**src/design/ccr_consts.svh**
```systemverilog
// Constants of the codec channel register bank: command layout, offsets,
// reset values and write masks of reserved bits.
// Assumes inclusion by bare name from the command parser and the bank modules.
`ifndef CCR_CONSTS_SVH
`define CCR_CONSTS_SVH

// Command byte layout
`define CCR_CMD_DIR_BIT 7
`define CCR_CMD_ADDR_MASK 8'h7f

// Register offsets (command byte with the direction bit cleared)
`define CCR_OFS_MODE 8'h05
`define CCR_OFS_GAIN_RING 8'h06
`define CCR_OFS_RAMP_METER 8'h07
`define CCR_OFS_METER_SRC 8'h08
`define CCR_OFS_METER_THR 8'h09
`define CCR_OFS_DEBOUNCE 8'h0a
`define CCR_OFS_SAMPLE_LO 8'h0b
`define CCR_OFS_SAMPLE_HI 8'h0c
`define CCR_OFS_TD_RTIME 8'h0d
`define CCR_OFS_TD_RBRK 8'h0e
`define CCR_OFS_TD_ETIME 8'h0f
`define CCR_OFS_TD_EBRK 8'h10
`define CCR_OFS_LINE_MASK 8'h11
`define CCR_OFS_IO_MASK 8'h12
`define CCR_OFS_IO_DIR 8'h13
`define CCR_OFS_EVT_SRC 8'h14
`define CCR_OFS_PLL 8'h20

// Reset values
`define CCR_RST_MODE 8'h80
`define CCR_RST_TD_RTIME 8'h13
`define CCR_RST_TD_RBRK 8'h19
`define CCR_RST_TD_ETIME 8'h40
`define CCR_RST_TD_EBRK 8'h64
`define CCR_RST_LINE_MASK 8'h1f
`define CCR_RST_IO_MASK 8'h0f
`define CCR_RST_EVT_SRC 8'h01
`define CCR_RST_ZERO 8'h00

// Implemented bits; reserved bits are cleared on write and read as zero
`define CCR_MSK_FULL 8'hff
`define CCR_MSK_GAIN_RING 8'h3f
`define CCR_MSK_RAMP_METER 8'hbf
`define CCR_MSK_METER_THR 8'he7
`define CCR_MSK_LINE_MASK 8'h1f
`define CCR_MSK_IO_MASK 8'h3f
`define CCR_MSK_PLL 8'h80

// Field positions
`define CCR_BIT_PLL_OFF 7
`define CCR_BIT_CH_PDOWN 7
`define CCR_BIT_METER_GAIN 6
`define CCR_BIT_METER_RECT 5
`define CCR_THR_MSB 2
`define CCR_IO_MASK_MSB 3

`endif

```
**src/design/ccr_pkg.sv**
```systemverilog
// Types shared by the codec channel register bank modules.
// Assumes the constants header is on the include path.
package ccr_pkg;
  typedef logic [7:0] ccr_byte_t;
  typedef logic [15:0][7:0] ccr_bank_t;
  typedef enum logic [0:0] {
    CCR_WAIT_CMD = 1'b0,
    CCR_WAIT_DATA = 1'b1
  } ccr_parse_state_t;
endpackage

```
**src/design/ccr_cmd_parser.sv**
```systemverilog
// Command/data byte sequencer for one host port of the register bank.
// Assumes one byte per byte_valid cycle, synchronous to clk.
`include "ccr_consts.svh"

module ccr_cmd_parser (
  // Clock and reset
  input wire logic clk,
  input wire logic nrst,
  // Byte stream from the host port
  input wire logic byte_valid,
  input wire ccr_pkg::ccr_byte_t byte_in,
  // Decoded access
  output logic rd_pulse,
  output logic wr_pulse,
  output ccr_pkg::ccr_byte_t addr,
  output ccr_pkg::ccr_byte_t wdata
);
  import ccr_pkg::*;

  ccr_parse_state_t state;
  ccr_parse_state_t next_state;
  logic cmd_is_write;
  logic take_cmd;
  logic take_data;

  // Direction from the top bit of the command byte
  assign cmd_is_write = byte_in[`CCR_CMD_DIR_BIT];
  assign take_cmd = byte_valid && (state == CCR_WAIT_CMD);
  assign take_data = byte_valid && (state == CCR_WAIT_DATA);

  // Next state: a write waits for its data byte, a read completes at once
  always_comb begin
    next_state = state;
    case (state)
      CCR_WAIT_CMD: begin
        if (take_cmd && cmd_is_write) begin
          next_state = CCR_WAIT_DATA;
        end
      end
      CCR_WAIT_DATA: begin
        if (take_data) begin
          next_state = CCR_WAIT_CMD;
        end
      end
      default: next_state = CCR_WAIT_CMD;
    endcase
  end

  // State and decoded access flops
  always_ff @(posedge clk or negedge nrst) begin
    if (!nrst) begin
      state <= CCR_WAIT_CMD;
      rd_pulse <= 1'b0;
      wr_pulse <= 1'b0;
      addr <= `CCR_RST_ZERO;
      wdata <= `CCR_RST_ZERO;
    end else begin
      state <= next_state;
      rd_pulse <= take_cmd && !cmd_is_write;
      wr_pulse <= take_data;
      if (take_cmd) begin
        addr <= byte_in & `CCR_CMD_ADDR_MASK;
      end
      if (take_data) begin
        wdata <= byte_in;
      end
    end
  end
endmodule

```
**src/design/ccr_bank.sv**
```systemverilog
// Per-channel and global register bank of a four-channel voice codec.
// Assumes both host ports deliver bytes synchronous to clk and that the
// channel-enable mask comes from the channel selection logic outside.
//
// Summary of operation
// - The top bit of a command byte picks the direction: zero reads, one writes.
// - Hosts write zeros into reserved bits, and reserved bits carry no meaning when read.
// - Every register answers the same way over the microprocessor port and the serial port.
// - The PLL register reads at 20H and writes at A0H, with only its top bit working.
// - A zero PLL power-off bit keeps the PLL running and is the reset value; one stops it.
// - The operating-mode register reads at 05H, writes at 85H and resets to 80H.
// - The IO interrupt mask register reads at 12H, writes at 92H and resets to 0FH.
// - The event source and feed register is read-only at 14H and resets to 01H.
// - The meter threshold and gain register reads at 09H, writes at 89H and resets to 00H.
`include "ccr_consts.svh"

module ccr_bank #(
  parameter int NCH = 4
) (
  // Clock and reset
  input wire logic clk,
  input wire logic nrst,
  // Port select: low uses the microprocessor port, high the serial port
  input wire logic port_is_serial,
  // Microprocessor port byte stream
  input wire logic microprocessor_port_valid,
  input wire ccr_pkg::ccr_byte_t microprocessor_port_byte,
  // Serial circuit interface byte stream
  input wire logic serial_port_valid,
  input wire ccr_pkg::ccr_byte_t serial_port_byte,
  // Channels addressed by local commands
  input wire logic [NCH-1:0] chan_enable,
  // Read answer
  output logic rd_valid,
  output ccr_pkg::ccr_byte_t rd_data,
  // Status captured from the channel functions
  input wire logic [NCH-1:0] sample_load,
  input wire logic [NCH-1:0][15:0] voice_sample_in,
  input wire logic [NCH-1:0] event_load,
  input wire ccr_pkg::ccr_byte_t event_status_in [NCH],
  // Configuration towards the channel functions
  output ccr_pkg::ccr_bank_t local_cfg [NCH],
  output logic [NCH-1:0] chan_power_down,
  output logic [NCH-1:0][2:0] meter_threshold_field,
  output logic [NCH-1:0] meter_rectifier_switch,
  output logic [NCH-1:0] meter_gain_factor,
  output logic [NCH-1:0][3:0] io_int_mask,
  // Global PLL control
  output logic pll_power_off_bit
);
  import ccr_pkg::*;

  localparam logic [3:0] IDX_SAMPLE_LO = 4'h6;
  localparam logic [3:0] IDX_SAMPLE_HI = 4'h7;
  localparam logic [3:0] IDX_EVT_SRC = 4'hf;

  // Refuse channel counts the channel select cannot address
  generate
    if (NCH < 1 || NCH > 4) begin : g_bad_nch
      $error("ccr_bank: NCH must lie between 1 and 4");
    end
  endgenerate

  // True when an offset falls in the local register window
  function automatic logic is_local(input ccr_byte_t a);
    is_local = (a >= `CCR_OFS_MODE) && (a <= `CCR_OFS_EVT_SRC);
  endfunction

  // Index of a local register inside the bank
  function automatic logic [3:0] local_index(input ccr_byte_t a);
    ccr_byte_t d;
    d = a - `CCR_OFS_MODE;
    local_index = d[3:0];
  endfunction

  // Reset value of each local register
  function automatic ccr_byte_t reset_of(input logic [3:0] i);
    ccr_byte_t v;
    v = `CCR_RST_ZERO;
    case ({4'h0, i} + `CCR_OFS_MODE)
      `CCR_OFS_MODE: v = `CCR_RST_MODE;
      `CCR_OFS_TD_RTIME: v = `CCR_RST_TD_RTIME;
      `CCR_OFS_TD_RBRK: v = `CCR_RST_TD_RBRK;
      `CCR_OFS_TD_ETIME: v = `CCR_RST_TD_ETIME;
      `CCR_OFS_TD_EBRK: v = `CCR_RST_TD_EBRK;
      `CCR_OFS_LINE_MASK: v = `CCR_RST_LINE_MASK;
      `CCR_OFS_IO_MASK: v = `CCR_RST_IO_MASK;
      `CCR_OFS_EVT_SRC: v = `CCR_RST_EVT_SRC;
      `CCR_OFS_METER_THR: v = `CCR_RST_ZERO;
      default: v = `CCR_RST_ZERO;
    endcase
    reset_of = v;
  endfunction

  // Implemented bits of each local register
  function automatic ccr_byte_t mask_of(input logic [3:0] i);
    ccr_byte_t m;
    m = `CCR_MSK_FULL;
    case ({4'h0, i} + `CCR_OFS_MODE)
      `CCR_OFS_GAIN_RING: m = `CCR_MSK_GAIN_RING;
      `CCR_OFS_RAMP_METER: m = `CCR_MSK_RAMP_METER;
      `CCR_OFS_METER_THR: m = `CCR_MSK_METER_THR;
      `CCR_OFS_LINE_MASK: m = `CCR_MSK_LINE_MASK;
      `CCR_OFS_IO_MASK: m = `CCR_MSK_IO_MASK;
      default: m = `CCR_MSK_FULL;
    endcase
    mask_of = m;
  endfunction

  // Registers written only by the channel functions, never by a host
  function automatic logic is_read_only(input logic [3:0] i);
    is_read_only = (i == IDX_SAMPLE_LO) || (i == IDX_SAMPLE_HI) || (i == IDX_EVT_SRC);
  endfunction

  // Lowest enabled channel answers local reads
  function automatic logic [1:0] first_chan(input logic [NCH-1:0] en);
    logic [1:0] c;
    c = 2'h0;
    for (int k = NCH - 1; k >= 0; k--) begin
      if (en[k]) begin
        c = k[1:0];
      end
    end
    first_chan = c;
  endfunction

  // One sequencer per host port; both feed the same decode below
  logic mpi_rd;
  logic mpi_wr;
  ccr_byte_t mpi_addr;
  ccr_byte_t mpi_wdata;
  logic ser_rd;
  logic ser_wr;
  ccr_byte_t ser_addr;
  ccr_byte_t ser_wdata;

  ccr_cmd_parser u_mpi_parser (
    .clk(clk),
    .nrst(nrst),
    .byte_valid(microprocessor_port_valid && !port_is_serial),
    .byte_in(microprocessor_port_byte),
    .rd_pulse(mpi_rd),
    .wr_pulse(mpi_wr),
    .addr(mpi_addr),
    .wdata(mpi_wdata)
  );

  ccr_cmd_parser u_ser_parser (
    .clk(clk),
    .nrst(nrst),
    .byte_valid(serial_port_valid && port_is_serial),
    .byte_in(serial_port_byte),
    .rd_pulse(ser_rd),
    .wr_pulse(ser_wr),
    .addr(ser_addr),
    .wdata(ser_wdata)
  );

  // Port merge; a switch of port_is_serial mid-command leaves that command pending in its port's sequencer until reselected
  logic acc_rd;
  logic acc_wr;
  ccr_byte_t acc_addr;
  ccr_byte_t acc_wdata;
  assign acc_rd = port_is_serial ? ser_rd : mpi_rd;
  assign acc_wr = port_is_serial ? ser_wr : mpi_wr;
  assign acc_addr = port_is_serial ? ser_addr : mpi_addr;
  assign acc_wdata = port_is_serial ? ser_wdata : mpi_wdata;

  // Address decode
  logic hit_local;
  logic hit_pll;
  logic [3:0] acc_idx;
  logic local_wr;
  logic pll_wr;
  assign hit_local = is_local(acc_addr);
  assign hit_pll = (acc_addr == `CCR_OFS_PLL);
  assign acc_idx = local_index(acc_addr);
  assign local_wr = acc_wr && hit_local && !is_read_only(acc_idx);
  assign pll_wr = acc_wr && hit_pll;

  // Reserved bits dropped before storage so they read as zero
  ccr_byte_t wr_clean;
  assign wr_clean = acc_wdata & mask_of(acc_idx);

  // Local bank storage
  ccr_bank_t bank [NCH];

  // Each channel: host writes, status captures, reset defaults
  for (genvar c = 0; c < NCH; c++) begin : g_chan
    always_ff @(posedge clk or negedge nrst) begin
      if (!nrst) begin
        for (int i = 0; i < 16; i++) begin
          bank[c][i] <= reset_of(i[3:0]);
        end
      end else begin
        if (local_wr && chan_enable[c]) begin
          bank[c][acc_idx] <= wr_clean;
        end
        if (sample_load[c]) begin
          bank[c][IDX_SAMPLE_LO] <= voice_sample_in[c][7:0];
          bank[c][IDX_SAMPLE_HI] <= voice_sample_in[c][15:8];
        end
        if (event_load[c]) begin
          bank[c][IDX_EVT_SRC] <= event_status_in[c];
        end
      end
    end

    // Field taps towards the channel functions
    assign local_cfg[c] = bank[c];
    assign chan_power_down[c] =
      bank[c][local_index(`CCR_OFS_MODE)][`CCR_BIT_CH_PDOWN];
    assign meter_threshold_field[c] =
      bank[c][local_index(`CCR_OFS_METER_THR)][`CCR_THR_MSB:0];
    assign meter_rectifier_switch[c] =
      bank[c][local_index(`CCR_OFS_METER_THR)][`CCR_BIT_METER_RECT];
    assign meter_gain_factor[c] =
      bank[c][local_index(`CCR_OFS_METER_THR)][`CCR_BIT_METER_GAIN];
    assign io_int_mask[c] =
      bank[c][local_index(`CCR_OFS_IO_MASK)][`CCR_IO_MASK_MSB:0];
  end

  // Global PLL control; zero after reset keeps the PLL running
  always_ff @(posedge clk or negedge nrst) begin
    if (!nrst) begin
      pll_power_off_bit <= 1'b0;
    end else if (pll_wr) begin
      pll_power_off_bit <= acc_wdata[`CCR_BIT_PLL_OFF];
    end
  end

  // Read selection; unmapped offsets, and local reads under an empty channel mask, answer zero
  logic [1:0] rd_chan;
  logic any_chan;
  ccr_byte_t local_value;
  ccr_byte_t pll_value;
  ccr_byte_t read_value;
  assign rd_chan = first_chan(chan_enable);
  assign any_chan = |chan_enable;
  assign local_value = (any_chan && hit_local) ? bank[rd_chan][acc_idx] : `CCR_RST_ZERO;
  assign pll_value = {pll_power_off_bit, 7'h00} & `CCR_MSK_PLL;
  assign read_value = hit_pll ? pll_value : local_value;

  // Read answer registered one cycle after the decoded read
  always_ff @(posedge clk or negedge nrst) begin
    if (!nrst) begin
      rd_valid <= 1'b0;
      rd_data <= `CCR_RST_ZERO;
    end else begin
      rd_valid <= acc_rd;
      if (acc_rd) begin
        rd_data <= read_value;
      end
    end
  end
endmodule

```
**config.mk**
```make
export PLATFORM = sky130hd
export DESIGN_NAME = ccr_bank
export DESIGN_NICKNAME = d
export VERILOG_FILES = /design/src/design/ccr_pkg.sv /design/src/design/ccr_cmd_parser.sv /design/src/design/ccr_bank.sv
export VERILOG_INCLUDE_DIRS = /design/src /design/src/design
export SDC_FILE = /design/constraint.sdc
export NUM_CORES = 1
export LEC_CHECK = 0
export BUFFER_PORTS_ARGS = -buffer_cell sky130_fd_sc_hd__buf_2
export CELL_PAD_IN_SITES_DETAIL_PLACEMENT = 0
export CELL_PAD_IN_SITES_GLOBAL_PLACEMENT = 2
export CORE_MARGIN = 3
export CORE_UTILIZATION = 33
export DETAILED_ROUTE_END_ITERATION = 8
export GPL_TIMING_DRIVEN = 0
export PLACE_DENSITY = 0.86
export SLEW_MARGIN = 20
export SYNTH_ARGS = -nofsm -noshare
export SYNTH_HDL_FRONTEND = slang
export SYNTH_SLANG_ARGS = --single-unit
```
**constraint.sdc**
```tcl
create_clock -name clk -period 4.59 [get_ports clk]
set_clock_uncertainty 0.2 [all_clocks]
set_input_delay 0.6885 -clock clk [delete_from_list [all_inputs] [get_ports clk]]
set_output_delay 0.6885 -clock clk [all_outputs]
set_load 0.01 [all_outputs]
```
==> run_results.csv <==
group,metric,value,unit
timing,hold_ws,21.5,ps
hold_path,hold_class,"input pin to flop",
worst_setup_path,cp.arrival,4930,ps
detailed_routing,first_pass_iters,6,
placed_design,pre_cts_ws,-2570,ps
timing,period_minus_slack,4610,ps
floorplan,io_pins,691,
grt,grt_pass1_vias,23100,
timing,finalHoldViolations,0,
detailed_routing,avgRoutedWirePerCell,34.6,um
detailed_routing,drc,0,
floorplan,initial_core_util,33.4,%
clock_network,htree_num_levels,2,
final_layout,area_growth,29.0,%
timing,timing.final.ws_setup,-21.1,ps
worst_setup_path,end_kind,"flop",
floorplan,dieArea,0.0818,sq mm
detailed_routing,vias,24100,
synthesis,synth-seq-area-share,54.3,%
worst_setup_path,slowest_stage,"clkbuf_2",
worst_setup_path,cp_cell_sequence,"mux2i_2 > buf_6 > buf_4 > buf_4 > buf_6 > ha_4 > nor2_4 > clkbuf_2 > o2111ai_1 > o311ai_0 > a32oi_1 > a32o_1",
grt,antenna_found_initial,2,
clock_network,insertion_delay,660,ps
timing,period_share,100,%
synthesis,synth_nets,2455,
synthesis,synth.avg_cell_area,11.2,sq um
timing,grt_setup_unrepaired,"no",
worst_setup_path,critPathRequiredTime,4910,ps
final_layout,drive_gt1_share,44.5,%
worst_setup_path,crit_path_max_fanout,12,
synthesis,synth_area_leader_cell,"dfrtp_1",
placed_design,place_area,0.0308,sq mm
status,violations,"setup timing",
pwr,p_seq_share,37.8,%
grt,grt_usage,34.5,%
worst_setup_path,critPathLaunchType,"flop",
final_layout,postLayoutCoreUtil,43.0,%
clock_network,ctsRootBufferMaster,"clkbuf_16",
detailed_routing,first_iter_violations,2988,
grt,grt-ovfl-total,0,
floorplan,die_h,286,um
detailed_routing,wirelength,146000,um
pwr,sw_frac_of_total,36.0,%
placed_design,gp_congestion,0.991,
synthesis,synth_top_flop_cell,"dfrtp_1",
clock_network,cts_tree,"yes",
grt,grt_max_degree,98,
final_layout,final_area,0.0334,sq mm
pwr,peakVddDrop,0.000252,V
pwr,powerDensity,439,mW/mm^2
status,status,"finished with violations",
synthesis,syn_area,0.0259,sq mm
timing,max_freq,217,MHz
synthesis,synthTopCellsByArea,"dfrtp_1 (46%), mux2_2 (13%), dfstp_2 (8.5%)",
pwr,combPwrFrac,25.9,%
timing,worstMarginPinSlew,1270,ps
clock_network,clock_path_buffers,3,
floorplan,fp.dieW,286,um
synthesis,synth_warnings,0,
hold_path,min_path_cells,2,
timing,slew_headroom,15.4,%
pwr,p_clk_share,36.3,%
worst_setup_path,slowest_delay,510,ps
detailed_routing,via_per_inst,5.72,
synthesis,synth_edf_count,0,
detailed_routing,ant_nets,0,
grt,grt_pass1_wl,196000,um
synthesis,synthArstFlopShare,100,%
synthesis,ys_types,81,
floorplan,num_rows,102,
clock_network,cts.sinks,558,
run,maxCapViolCount,0,
pwr,switchingPower,5.29,mW
worst_setup_path,crit_type,"flop to flop",
synthesis,ys_ff_latch,558,
timing,maxSlewViolCount,0,
pwr,p_leak,16.5,nW
final_layout,fin_nets,3251,
placed_design,numPortBuffers,681,
synthesis,netlist_instances,2321,
synthesis,synth_top_area_share,45.8,%
floorplan,core_area,0.0776,sq mm
worst_setup_path,ff2ff_path_depth,12,
timing,setup_viol,1,
clock_network,numCtsBuffers,61,
pwr,internal-power,9.39,mW
placed_design,dp_hpwl,114000,um
clock_network,clk_pin_slew_worst_paths,60,ps
## placed cells by master, fill, tap and decap left out, drive strengths merged, types with 7 or more instances in the layout
| cell type | count |
|---|---|
| nor2 | 25 |
| a31oi | 16 |
| o21ai | 276 |
| and2 | 39 |
| nand3 | 30 |
| dfrtp | 474 |
| clkinv | 18 |
| a222oi | 8 |
| mux4 | 7 |
| a221oi | 12 |
| mux2 | 306 |
| bufinv | 7 |
| inv | 16 |
| o22ai | 73 |
| a211oi | 9 |
| o211ai | 17 |
| o221ai | 40 |
| dfstp | 84 |
| nor2b | 7 |
| nand2 | 329 |
| o31ai | 9 |
| nand4 | 56 |
| a22o | 11 |
| nor3 | 9 |
| a22oi | 27 |
| a21oi | 55 |
| buf | 856 |
| clkbuf | 213 |
| o221a | 12 |
| mux2i | 33 |
## final cells by class
cell class / count / area [sq um]
Fill cell: 7695 / 44200
Sequential cell: 558 / 14100
Multi-Input combinational cell: 1498 / 10600
Timing Repair Buffer: 734 / 3950
Clock buffer: 88 / 1790
Buffer: 249 / 1300
Tap cell: 1040 / 1300
Clock inverter: 28 / 354
Inverter: 15 / 56.3
Antenna cell: 4 / 10.0
## cell families (layout without fill, tap and decap cells)
logic type               count (synthesis)  count (layout)  share of synthesized area, %
multiplexers                           346             346                          15.3
XOR/XNOR                                 2               2                        0.0677
AO/OA/AOI/OAI                          627             627                          15.7
adder cells (fa/ha/maj)                  5               5                         0.242
flip-flops                             558             558                          54.3
buffers and inverters                  265            1114                          5.04
other                                    0               4                             0
AND/OR/NAND/NOR                        518             518                          9.37
## power by group through the flow
stage | sequential (mW) | combinational [mW] | clock (mW)
floorplan | 5.61 | 1.61 | 0
global placement | 5.61 | 3.57 | 0
detailed placement | 5.62 | 3.62 | 0
CTS | 5.54 | 3.68 | 5.33
global route | 5.58 | 3.88 | 5.53
finish | 5.55 | 3.80 | 5.33
## sequential cells by signal, summed over array words and instances (netlist names), 4 cells and up
| signal | cells |
|---|---|
| local_cfg | 492 |
| chan_power_down | 4 |
| u_mpi_parser.wdata | 8 |
| u_ser_parser.wdata | 8 |
| io_int_mask | 16 |
| u_ser_parser.addr | 7 |
| u_mpi_parser.addr | 7 |
| rd_data | 8 |
## worst max-delay path, delay by kind of cell (launching register included)
kind | cells | cell delay (ps)
multiplexers | 1 | 300
AO/OA/AOI/OAI | 4 | 1130
AND/OR/NAND/NOR | 1 | 430
adder cells (fa/ha/maj) | 1 | 280
flip-flops | 1 | 470
buffers and inverters | 5 | 1620
## metal layers
metal | routed length (um) | share of wire [%] | GRT usage, %
met5 | 0 | 0 | 0
met4 | 7060 | 4.8 | 14.0
met3 | 16100 | 11 | 11.8
met2 | 66400 | 45 | 54.6
met1 | 56400 | 39 | 43.3
## metrics by stage
| step | TNS [ps] | cells | power [mW] |
|---|---|---|---|
| after detailed placement | -714440 | 4049 | 9.24 |
| final | -21.1 | 4214 | 14.7 |
| after global placement | -5573700 | 4042 | 9.19 |
| after CTS | 0 | 4181 | 14.5 |
| after floorplan | 0 | 2321 | 7.22 |
| after global routing | 0 | 4210 | 15.0 |
## synth_stat cells (all sizes together) (6+ instances only)
| cell type | instances |
|---|---|
| dfstp | 84 |
| a22o | 11 |
| inv | 15 |
| o211ai | 17 |
| o21ai | 276 |
| nand4 | 56 |
| nor3 | 9 |
| clkbuf | 124 |
| o221a | 12 |
| a22oi | 27 |
| mux2 | 306 |
| a222oi | 8 |
| nand3 | 30 |
| o221ai | 40 |
| nand2 | 329 |
| a221o | 6 |
| o2111ai | 6 |
| a211oi | 9 |
| a21oi | 55 |
| o31ai | 9 |
| o211a | 6 |
| buf | 126 |
| and2 | 39 |
| a221oi | 12 |
| nor2b | 7 |
| o22ai | 73 |
| a31oi | 16 |
| dfrtp | 474 |
| mux4 | 7 |
| mux2i | 33 |
| nor2 | 25 |
## what timing repair did
item,4_1_cts,5_1_grt
gates resized for setup,36,13
pin swaps,9,4
setup endpoints to repair,424,161
buffers inserted,15,29
hold endpoints to repair,54,0
hold buffers,2,0
## worst paths after layout
check | startpoint | to | slack [ps]
setup / recovery | u_mpi_parser.addr[0] | rd_data[2] | -20
hold / removal | microprocessor_port_byte[7] | u_mpi_parser.rd_pulse | 20
setup reg to reg | u_mpi_parser.addr[0] | rd_data[2] | -20
hold reg to reg | local_cfg[68] | local_cfg[68] | 290
max in group asynchronous | nrst | io_int_mask[9] | 2050
min in group asynchronous | nrst | local_cfg[182] | 340
No activity file was read; power rests on OpenSTA's default activity.
